## src/core/arbc_pkg.sv

```systemverilog
// Purpose: shared constants and types for the and/bit-clear execute block
// Assumes: 14-bit instruction words, 8-bit data, 7-bit file addresses
// Notes:   phase and op encodings are one-hot
package arbc_pkg;
   localparam int IW = 14;            // instruction word width
   localparam int DW = 8;             // data width
   localparam int AW = 7;             // file address width
   localparam int BW = 3;             // bit-position width

   // and_acc_with_reg: 00 0101 d fffffff
   localparam logic [5:0] AND_OPC     = 6'h05;
   localparam int         AND_OPC_MSB = 13;
   localparam int         AND_OPC_LSB = 8;
   localparam int         DEST_POS    = 7;
   localparam logic       DEST_ACC    = 1'b0;
   localparam logic       DEST_REG    = 1'b1;

   // single_bit_reset_op: 01 00 bbb fffffff
   localparam logic [3:0] CLR_OPC     = 4'h4;
   localparam int         CLR_OPC_MSB = 13;
   localparam int         CLR_OPC_LSB = 10;
   localparam int         BIT_MSB     = 9;
   localparam int         BIT_LSB     = 7;
   localparam int         ADDR_MSB    = 6;
   localparam int         ADDR_LSB    = 0;

   localparam logic [DW-1:0] ZERO_BYTE = 8'h00;
   localparam logic [DW-1:0] ONE_BYTE  = 8'h01;
   localparam logic [AW-1:0] ZERO_ADDR = 7'h00;
   localparam logic [BW-1:0] ZERO_BIT  = 3'h0;

   typedef enum logic [3:0] {
      ARBC_Q1 = 4'b0001,
      ARBC_Q2 = 4'b0010,
      ARBC_Q3 = 4'b0100,
      ARBC_Q4 = 4'b1000
   } arbc_phase_t;

   typedef enum logic [2:0] {
      ARBC_OP_NONE = 3'b001,
      ARBC_OP_AND  = 3'b010,
      ARBC_OP_CLR  = 3'b100
   } arbc_op_t;
endpackage : arbc_pkg

```

## src/core/arbc_phase_if.sv

```systemverilog
// Purpose: carries the instruction-cycle phase from the sequencer to the executor
// Assumes: one phase per ref_clk cycle
// Notes:   phase is one-hot, q1..q4
`timescale 1ns/1ps
`default_nettype none
interface arbc_phase_if;
   arbc_pkg::arbc_phase_t phase;
   modport gen (output phase);
   modport use_p (input phase);
endinterface : arbc_phase_if
`default_nettype wire

```

## src/core/arbc_exec.sv

```systemverilog
// Purpose: decode and execute the and_acc_with_reg and single_bit_reset_op instructions
// Assumes: file memory answers file_rd_data in the same cycle file_rd_en is high
// Notes:   one instruction per four-cycle instruction cycle, writes land in q4
//          the accumulator and the zero flag live outside; this block only issues
//          write strobes for them, so the core owns their storage and reset values
//          words that match neither pattern run as a silent no-op: no read, no write
//          the first q1 after reset decodes with instr_ready still low, so a core
//          must hold instr_valid low until it sees instr_ready
`timescale 1ns/1ps
`default_nettype none
module arbc_exec (
   input  wire logic                     ref_clk,
   input  wire logic                     reset_n,
   input  wire logic                     instr_valid,
   input  wire logic [arbc_pkg::IW-1:0]  instr_word,
   input  wire logic [arbc_pkg::DW-1:0]  acc_in,
   input  wire logic [arbc_pkg::DW-1:0]  file_rd_data,
   output var  logic                     instr_ready,
   output var  logic                     file_rd_en,
   output var  logic [arbc_pkg::AW-1:0]  file_rd_addr,
   output var  logic                     file_wr_en,
   output var  logic [arbc_pkg::AW-1:0]  file_wr_addr,
   output var  logic [arbc_pkg::DW-1:0]  file_wr_data,
   output var  logic                     acc_wr_en,
   output var  logic [arbc_pkg::DW-1:0]  acc_wr_data,
   output var  logic                     zero_wr_en,
   output var  logic                     zero_value
);
   arbc_phase_if ph ();

   // phase sequencer
   arbc_qphase u_qphase (
      .ref_clk (ref_clk),
      .reset_n (reset_n),
      .ph      (ph)
   );

   typedef struct packed {
      // decoded instruction, held from the end of q1 until q4
      arbc_pkg::arbc_op_t          op;
      logic                        dest;
      logic [arbc_pkg::BW-1:0]     bitpos;
      logic [arbc_pkg::AW-1:0]     addr;
      // operands captured at the end of q2
      logic [arbc_pkg::DW-1:0]     file_opnd;
      logic [arbc_pkg::DW-1:0]     acc_opnd;
      // registered copies of every output
      logic                        instr_ready;
      logic                        file_rd_en;
      logic [arbc_pkg::AW-1:0]     file_rd_addr;
      logic                        file_wr_en;
      logic [arbc_pkg::AW-1:0]     file_wr_addr;
      logic [arbc_pkg::DW-1:0]     file_wr_data;
      logic                        acc_wr_en;
      logic [arbc_pkg::DW-1:0]     acc_wr_data;
      logic                        zero_wr_en;
      logic                        zero_value;
   } arbc_state_t;

   arbc_state_t st_reg;
   arbc_state_t st_next;

   logic                    is_and;
   logic                    is_clr;
   logic [arbc_pkg::DW-1:0] and_result;
   logic [arbc_pkg::DW-1:0] clr_mask;
   logic [arbc_pkg::DW-1:0] clr_result;
   logic                    word_dest;
   logic [arbc_pkg::BW-1:0] word_bit;
   logic [arbc_pkg::AW-1:0] word_addr;
   logic                    take_word;

   // width of a bit position, used to size the per-bit mask compare
   typedef logic [arbc_pkg::BW-1:0] arbc_bitpos_t;

   // opcode match on the incoming word
   assign is_and = (instr_word[arbc_pkg::AND_OPC_MSB:arbc_pkg::AND_OPC_LSB]
                    == arbc_pkg::AND_OPC);
   assign is_clr = (instr_word[arbc_pkg::CLR_OPC_MSB:arbc_pkg::CLR_OPC_LSB]
                    == arbc_pkg::CLR_OPC);

   // operand fields of the incoming word; the bit field overlaps the and opcode
   // and destination bits, so it only means something once is_clr is known
   assign word_dest = instr_word[arbc_pkg::DEST_POS];
   assign word_bit  = instr_word[arbc_pkg::BIT_MSB:arbc_pkg::BIT_LSB];
   assign word_addr = instr_word[arbc_pkg::ADDR_MSB:arbc_pkg::ADDR_LSB];
   // a word is taken only when it is valid and one of the two patterns matches
   assign take_word = instr_valid && (is_and || is_clr);

   // datapath on the operands captured in q2
   assign and_result = st_reg.acc_opnd & st_reg.file_opnd;
   // one mask bit per data bit, low only at the selected position; a 3-bit
   // position always lands inside the byte, so there is no out-of-range case
   for (genvar i = 0; i < arbc_pkg::DW; i++) begin : g_clr_mask
      assign clr_mask[i] = (st_reg.bitpos != arbc_bitpos_t'(i));
   end
   assign clr_result = st_reg.file_opnd & clr_mask;

   // one pass of decode / read / process / write per instruction cycle
   always_comb begin
      st_next             = st_reg;
      // strobes are single-cycle, dropped unless a phase raises them
      st_next.file_rd_en  = 1'b0;
      st_next.file_wr_en  = 1'b0;
      st_next.acc_wr_en   = 1'b0;
      st_next.zero_wr_en  = 1'b0;
      // ready shows during q1, the only cycle a word is taken
      st_next.instr_ready = (ph.phase == arbc_pkg::ARBC_Q4);
      unique case (ph.phase)
         arbc_pkg::ARBC_Q1: begin
            // decode; unknown words become a silent no-op
            st_next.op     = arbc_pkg::ARBC_OP_NONE;
            st_next.dest   = word_dest;
            st_next.bitpos = word_bit;
            st_next.addr   = word_addr;
            if (instr_valid && is_and) begin
               st_next.op = arbc_pkg::ARBC_OP_AND;
            end else if (instr_valid && is_clr) begin
               st_next.op = arbc_pkg::ARBC_OP_CLR;
            end
            if (take_word) begin
               // address goes out now so the read happens in q2
               st_next.file_rd_en   = 1'b1;
               st_next.file_rd_addr = word_addr;
            end
         end
         arbc_pkg::ARBC_Q2: begin
            // read the file register and accumulator
            st_next.file_opnd = file_rd_data;
            st_next.acc_opnd  = acc_in;
         end
         arbc_pkg::ARBC_Q3: begin
            // process; results are registered so they appear during q4
            unique case (st_reg.op)
               arbc_pkg::ARBC_OP_NONE: begin
                  // nothing to process; the strobes stay low from the defaults
               end
               arbc_pkg::ARBC_OP_AND: begin
                  if (st_reg.dest == arbc_pkg::DEST_ACC) begin
                     st_next.acc_wr_en   = 1'b1;
                     st_next.acc_wr_data = and_result;
                  end else begin
                     st_next.file_wr_en   = 1'b1;
                     st_next.file_wr_addr = st_reg.addr;
                     st_next.file_wr_data = and_result;
                  end
                  // zero flag is the only status touched
                  st_next.zero_wr_en = 1'b1;
                  st_next.zero_value = (and_result == arbc_pkg::ZERO_BYTE);
               end
               arbc_pkg::ARBC_OP_CLR: begin
                  // no zero_wr_en here: flags stay as they are
                  st_next.file_wr_en   = 1'b1;
                  st_next.file_wr_addr = st_reg.addr;
                  st_next.file_wr_data = clr_result;
               end
               default: begin
                  // an illegal op code processes nothing and writes nothing
                  st_next.op = arbc_pkg::ARBC_OP_NONE;
               end
            endcase
         end
         arbc_pkg::ARBC_Q4: begin
            // write strobes are high this cycle; retire the instruction
            // a retired op cannot be replayed by a later q3 without a fresh decode
            st_next.op = arbc_pkg::ARBC_OP_NONE;
         end
         default: begin
            // an illegal phase code issues nothing; the sequencer returns to q1
            st_next.op = arbc_pkg::ARBC_OP_NONE;
         end
      endcase
   end

   // state register; every output is a field of it
   // reset clears every strobe so nothing is written while the core is held
   always_ff @(posedge ref_clk or negedge reset_n) begin
      if (!reset_n) begin
         st_reg.op           <= arbc_pkg::ARBC_OP_NONE;
         st_reg.dest         <= arbc_pkg::DEST_ACC;
         st_reg.bitpos       <= arbc_pkg::ZERO_BIT;
         st_reg.addr         <= arbc_pkg::ZERO_ADDR;
         st_reg.file_opnd    <= arbc_pkg::ZERO_BYTE;
         st_reg.acc_opnd     <= arbc_pkg::ZERO_BYTE;
         st_reg.instr_ready  <= 1'b0;
         st_reg.file_rd_en   <= 1'b0;
         st_reg.file_rd_addr <= arbc_pkg::ZERO_ADDR;
         st_reg.file_wr_en   <= 1'b0;
         st_reg.file_wr_addr <= arbc_pkg::ZERO_ADDR;
         st_reg.file_wr_data <= arbc_pkg::ZERO_BYTE;
         st_reg.acc_wr_en    <= 1'b0;
         st_reg.acc_wr_data  <= arbc_pkg::ZERO_BYTE;
         st_reg.zero_wr_en   <= 1'b0;
         st_reg.zero_value   <= 1'b0;
      end else begin
         st_reg <= st_next;
      end
   end

   // outputs straight from the state register
   // no combinational path runs from an input to a pin
   assign instr_ready  = st_reg.instr_ready;
   assign file_rd_en   = st_reg.file_rd_en;
   assign file_rd_addr = st_reg.file_rd_addr;
   assign file_wr_en   = st_reg.file_wr_en;
   assign file_wr_addr = st_reg.file_wr_addr;
   assign file_wr_data = st_reg.file_wr_data;
   assign acc_wr_en    = st_reg.acc_wr_en;
   assign acc_wr_data  = st_reg.acc_wr_data;
   assign zero_wr_en   = st_reg.zero_wr_en;
   assign zero_value   = st_reg.zero_value;
endmodule : arbc_exec
`default_nettype wire

```

## src/core/arbc_qphase.sv

```systemverilog
// Purpose: four-phase instruction-cycle sequencer
// Assumes: each phase lasts one ref_clk cycle
// Notes:   starts in q1 from reset
`timescale 1ns/1ps
`default_nettype none
module arbc_qphase (
   input wire logic    ref_clk,
   input wire logic    reset_n,
   arbc_phase_if.gen   ph
);
   typedef struct packed {
      arbc_pkg::arbc_phase_t phase;
   } arbc_qstate_t;

   arbc_qstate_t st_reg;
   arbc_qstate_t st_next;

   // rotate q1 -> q2 -> q3 -> q4 -> q1
   always_comb begin
      st_next = st_reg;
      unique case (st_reg.phase)
         arbc_pkg::ARBC_Q1: st_next.phase = arbc_pkg::ARBC_Q2;
         arbc_pkg::ARBC_Q2: st_next.phase = arbc_pkg::ARBC_Q3;
         arbc_pkg::ARBC_Q3: st_next.phase = arbc_pkg::ARBC_Q4;
         arbc_pkg::ARBC_Q4: st_next.phase = arbc_pkg::ARBC_Q1;
         // an illegal one-hot code falls back to q1 rather than sticking
         default:           st_next.phase = arbc_pkg::ARBC_Q1;
      endcase
   end

   // state register
   always_ff @(posedge ref_clk or negedge reset_n) begin
      if (!reset_n) begin
         st_reg.phase <= arbc_pkg::ARBC_Q1;
      end else begin
         st_reg <= st_next;
      end
   end

   assign ph.phase = st_reg.phase;
endmodule : arbc_qphase
`default_nettype wire

```

## config.mk

```make
export PLATFORM = sky130hd
export DESIGN_NAME = arbc_exec
export DESIGN_NICKNAME = d
export VERILOG_FILES = /design/src/core/arbc_pkg.sv /design/src/core/arbc_phase_if.sv /design/src/core/arbc_exec.sv /design/src/core/arbc_qphase.sv
export SDC_FILE = /design/constraint.sdc
export NUM_CORES = 1
export LEC_CHECK = 0
export ABC_CLOCK_PERIOD_IN_PS = 2500
export CORE_MARGIN = 2
export CORE_UTILIZATION = 35
export CTS_BUF_LIST = sky130_fd_sc_hd__clkbuf_8
export DETAILED_ROUTE_END_ITERATION = 8
export DONT_BUFFER_PORTS = 1
export GPL_ROUTABILITY_DRIVEN = 0
export SKIP_LAST_GASP = 1
export SYNTH_ARGS = -nofsm -noshare
export SYNTH_HDL_FRONTEND = slang
export SYNTH_SLANG_ARGS = --single-unit
```

## constraint.sdc

```tcl
create_clock -name ref_clk -period 2.5 [get_ports ref_clk]
set_input_delay 0.25 -clock ref_clk [delete_from_list [all_inputs] [get_ports ref_clk]]
set_output_delay 0.25 -clock ref_clk [all_outputs]
set_load 0.005 [all_outputs]
```

==> results of run 1 <==
## through the flow
stage / hold WS, ns / setup slack [ns] / power [mW]
after floorplan: -0.0456 / 0.647 / 1.27
after global placement: -0.0440 / 0.520 / 1.26
after detailed placement: -0.0436 / 0.436 / 1.26
after CTS: 0.0206 / 0.419 / 2.13
after global routing: 0.0219 / 0.302 / 2.19
final: 0.0299 / 0.435 / 2.10
## power by group
group	leakage [nW]	switching, mW	internal [mW]
logic	0.458	0.0413	0.0418
registers	0.887	0.0315	1.15
clock network	0.0917	0.422	0.414
total	1.44	0.495	1.61
## repair_timing
action,in CTS,in global routing
buffers inserted,0,0
endpoints found under the hold margin,69,0
hold buffers,2,0
## final timing paths
path	startpoint	cells after the start	slack, ns	end
min in group asynchronous	reset_n	2	0.42	file_rd_en
max in group asynchronous	reset_n	2	1.73	st_reg[63]
setup reg to reg	u_qphase.ph.phase[1]	5	0.44	file_wr_data[0]
setup / recovery	u_qphase.ph.phase[1]	5	0.44	file_wr_data[0]
hold / removal	instr_word[8]	2	0.03	st_reg[60]
hold reg to reg	st_reg[56]	1	0.50	file_wr_addr[4]
## layer usage
| layer | part of all wire [%] | wire, um |
|---|---|---|
| met3 | 6.1 | 351 |
| met2 | 49 | 2820 |
| met1 | 42 | 2420 |
| met4 | 2.4 | 135 |
| met5 | 0 | 0 |
## cell families (layout without fill, tap and decap cells)
family	after synthesis	count (layout)
flops	69	69
simple gates	56	56
buf+inv	45	27
mux	43	43
compound gates	28	28
xor+xnor	1	1
## Yosys cell counts (all sizes together)
master   n
a211oi   1
a21boi   1
a21oi    3
a22o     2
a31oi    5
a32oi    3
and2     4
and3     2
buf     37
clkbuf   2
dfrtp   67
dfstp    2
inv      6
mux2    43
nand2   14
nand2b   1
nand3    9
nand3b   2
nand4    1
nand4b   1
nor2    13
nor2b    1
nor3     1
nor4b    3
nor4bb   1
o211ai   1
o21ai    9
o21bai   1
o311ai   2
or2      1
or4      1
or4b     1
xor2     1
## critical path, delay by kind of cell, from the launching register on
family                 cells  cell delay [ns]
AOI/OAI and AO/OA          2             0.61
buffers and inverters      1             0.31
DFF                        1             0.42
and+or+nand+nor            2             0.64
## layout make-up
type	instances	area [um^2]	area share, %
well taps	108	135	4.29
flip-flops and latches	69	1730	54.9
multi-input cells	128	1020	32.3
clock buffers	11	151	4.81
clock inverters	5	33.8	1.07
inverters	6	22.5	0.715
repair buffers	5	60.1	1.91
==> impl_metrics.yaml, run 1 <==
floorplanning:
  ios: 69
  rows: 34
  die_h_um: 97.3
  die-area_um2: 9460
  die_w_um: 97.3
  core-area_um2: 8590
  initial_core_util_pct: 35.4
synthesis:
  yosysWarnings: 0
  yosys.area.top_type: "dfrtp_1"
  synth-simple-area-share_pct: 10.4
  synth_compound_area_share_pct: 6.53
  netlist_area_um2: 3050
  synth_xor_area_share_pct: 0.288
  yosys_register_bits: 69
  muxShareOfSynthArea_pct: 16.0
  seq_area_frac_synth_pct: 56.8
  synthCells: 242
  syn_nets: 275
  synth.avg_cell_area_um2: 12.6
  synthAdderAreaFrac_pct: 0
  synth_cell_type_count: 41
  synth_top_area_share_pct: 55.1
  synthTopCellsByArea: "dfrtp_1, mux2_2, buf_4"
  synth_top_family_by_area: "multiplexers"
worst_setup_path:
  worstPathRequired_ns: 2.76
  max_stage_delay_ns: 0.58
  path_class: "flip-flop to flip-flop"
  crit_chain: "or4b_4, a211oi_4, buf_4, nor2_1, a31oi_1"
  end_kind: "flip-flop"
  crit_slowest_cell: "or4b_4"
  worstPathArrival_ns: 2.32
  cp-start-kind: "flip-flop"
  cp_max_fo: 17
grt:
  antenna_found_initial: 0
  grt-busiest-layer: "met2"
  grt_max_degree: 70
  grt_pass1_vias: 1689
  grtUsageTotal_pct: 12.6
  met3_usage_pct: 4.68
  grt_use_met2_pct: 19.9
  grt_pass1_wl_um: 9260
  overflow: 0
  grt_use_met1_pct: 15.0
detailed_routing:
  routed_wl_um: 5720
  drcViolationCount: 0
  first_pass_iters: 4
  drt_iter0_markers: 64
  ant_nets: 0
  routedWlPerCell_um: 17.2
  route.vias.total: 1642
  viasPerCell: 4.95
run:
  cap_violations: 0
place:
  io_buffer_count: 0
  place_inst: 314
  dpl-instance-area_um2: 2930
  dp_hpwl_um: 3980
clocking:
  clockRootBuffer: "clkbuf_8"
  cts.htree.levels: 3
  cts_inserted_buffers: 9
  cts_tree: "done"
  ctsResizeCount: 0
  cts_buffer_depth: 2
  clock_sinks: 69
  clk_pin_slew_ns: 0.08
  clkLatencyLatePin_ns: 0.34
power_and_ir_drop:
  power_density_nw_per_um2: 668
  leakage_nw: 1.44
  ir_drop_uv: 199
sta:
  final.setup.tns_ns: 0
  fmax_mhz: 484
  setup_violations: 0
  fin_crit_ns: 2.06
  drv_slew: 0
  timing.final.crit_share_pct: 82.6
  worstMarginPinSlew_ns: 0.593
  hold_viol: 0
  fin_skew_ns: 0.00882
  rsz0062_at_grt: "false"
  max_slew_margin_pct: 60.3
layout:
  layout.cells.most_common: "dfrtp_1"
  final_nets: 252
  fillers: 826
  fin_area_um2: 3150
  layout-drive-gt1-share_pct: 31.3
  area_growth_pct: 3.45
  largest_register_ffs: 29
  diodes: 0
  final_util_pct: 36.7
  finalNonFillerCells: 332
  final_cell_mix: "dfrtp_1, mux2_2, nand2_1"
min_path:
  hold_path.class: "input port to flip-flop"
status:
  outcome: "complete, no violations"
Note: power is estimated with default switching activity, not from simulation.
==> inputs of run 2 (changes only) <==
Settings changed: ABC_CLOCK_PERIOD_IN_PS 2500 to 1700.
Clock period 2.5 ns to 1.7 ns, I/O delays scaled along.
==> impl_metrics.yaml, run 2 (synthesized netlist as in run 1, its figures left out) <==
status:
  outcome: "finished with violations"
  violations: "negative hold slack, negative setup slack"
power_and_ir_drop:
  finalPower_mw: 3.29
  leakage_nw: 1.65
  ir_drop_uv: 350
  power_density_nw_per_um2: 910
sta:
  drv_slew: 0
  hold_viol: 69
  fin_crit_ns: 1.79
  rsz0062_at_grt: "true"
  setup_slack_ns: -0.0927
  setup_violations: 7
  fin_skew_ns: 0.0124
  hold_ws_ns: -0.495
  timing.final.crit_share_pct: 105
  max_slew_margin_pct: 77.4
  worstMarginPinSlew_ns: 0.334
  fmax_mhz: 558
detailed_routing:
  routedWlPerCell_um: 16.4
  viasPerCell: 4.87
  routed_wl_um: 6080
  drt_iter0_markers: 102
  ant_nets: 0
  first_pass_iters: 4
  drcViolationCount: 0
  route.vias.total: 1811
grt:
  grt_max_degree: 70
  grtUsageTotal_pct: 13.1
  grt_pass1_wl_um: 9670
  grt_pass1_vias: 1851
  overflow: 0
  antenna_found_initial: 0
clocking:
  cts.htree.levels: 3
  clkLatencyLatePin_ns: 0.35
  clock_sinks: 69
  clk_pin_slew_ns: 0.08
  clockRootBuffer: "clkbuf_8"
  hold_buffers: 26
  cts_buffer_depth: 2
  cts_inserted_buffers: 9
  cts_tree: "done"
floorplanning:
  rows: 34
  die-area_um2: 9460
  initial_core_util_pct: 35.4
  die_h_um: 97.3
  die_w_um: 97.3
  core-area_um2: 8590
  ios: 69
worst_setup_path:
  crit_chain: "or4b_4, a211oi_4, buf_12, mux2_4"
  worstPathRequired_ns: 1.93
  rr_startpoint: "u_qphase.ph.phase[1]"
  worstPathArrival_ns: 2.02
  crit_end: "file_wr_addr[6]"
  r2r_end: "file_wr_addr[6]"
  r2r_slack_ns: -0.09
  crit_slowest_cell: "or4b_4"
  max_stage_delay_ns: 0.58
  end_kind: "flip-flop"
  path_class: "flip-flop to flip-flop"
  cp_max_fo: 7
  cp-start-kind: "flip-flop"
  cp-startpoint: "u_qphase.ph.phase[1]"
  worst-r2r-cell-count: 4
layout:
  largest_register_ffs: 29
  layout.cells.most_common: "dfrtp_1"
  layout-drive-gt1-share_pct: 34.1
  final_nets: 292
  fin_area_um2: 3610
  diodes: 0
  final_cell_mix: "dfrtp_1, mux2_2, dlygate4sd3_1"
  area_growth_pct: 18.7
place:
  dpl-instance-area_um2: 3050
  io_buffer_count: 0
  dp_hpwl_um: 4020
min_path:
  hold_path.class: "input port to async pin"
run:
  cap_violations: 0
[run 2: per-stage QoR]
stage	utilization [%]	instances	TNS [ns]	setup WS, ns
2_1_floorplan	-	242	-0.629	-0.153
3_3_place_gp	35.5	329	-0.403	-0.0618
3_5_place_dp	35.5	329	-0.625	-0.0809
4_1_cts	41.1	371	-0.708	-0.0825
5_1_grt	42.1	372	-1.80	-0.152
6_report	42.1	372	-0.583	-0.0927
[run 2: report_power, final]
group	internal, mW	leakage, nW	total, mW	switching (mW)
clock network	0.761	0.110	1.40	0.644
logic	0.0997	0.658	0.145	0.0452
registers	1.70	0.887	1.74	0.0432
total	2.56	1.65	3.29	0.732
[run 2: cell type report]
| cell class | count | area, um^2 |
|---|---|---|
| well taps | 108 | 135 |
| fillers | 802 | 4980 |
| multi-input cells | 128 | 1080 |
| inverters | 6 | 22.5 |
| repair buffers | 45 | 434 |
| clock inverters | 5 | 57.6 |
| clock buffers | 11 | 151 |
| flip-flops and latches | 69 | 1730 |
[run 2: worst max-delay path: cells and delay by family (launching register included)]
| kind | cells | cell delay, ns |
|---|---|---|
| AO/OA/AOI/OAI | 1 | 0.25 |
| AND/OR/NAND/NOR | 1 | 0.58 |
| buffers and inverters | 1 | 0.18 |
| flip-flops | 1 | 0.38 |
| multiplexers | 1 | 0.30 |
[run 2: timing repair]
| action | in CTS | in global routing |
|---|---|---|
| pin swaps | 0 | 2 |
| endpoints found under the setup margin | 22 | 49 |
| resized for setup | 1 | 21 |
| endpoints found under the hold margin | 102 | 69 |
| cloned | 0 | 1 |
| setup buffers | 0 | 1 |
[run 2: worst min path at each step]
stage                     startpoint              end  slack [ns]  cells past startpoint
after floorplan              reset_n   acc_wr_data[0]       -0.13                      0
after global placement       reset_n  file_rd_addr[2]       -0.12                      0
after detailed placement     reset_n  file_rd_addr[3]       -0.12                      0
after CTS                    reset_n  file_rd_addr[6]       -0.51                      0
after global routing         reset_n   acc_wr_data[5]       -0.52                      0
final                        reset_n  file_rd_addr[3]       -0.49                      0
[run 2: routing by layer]
layer,track usage [%],wire (um),up-vias
met5,0,0,-
met4,5.77,131,0
met3,5.04,361,11
met2,20.4,3030,40
met1,16.4,2560,905
li1,-,-,855
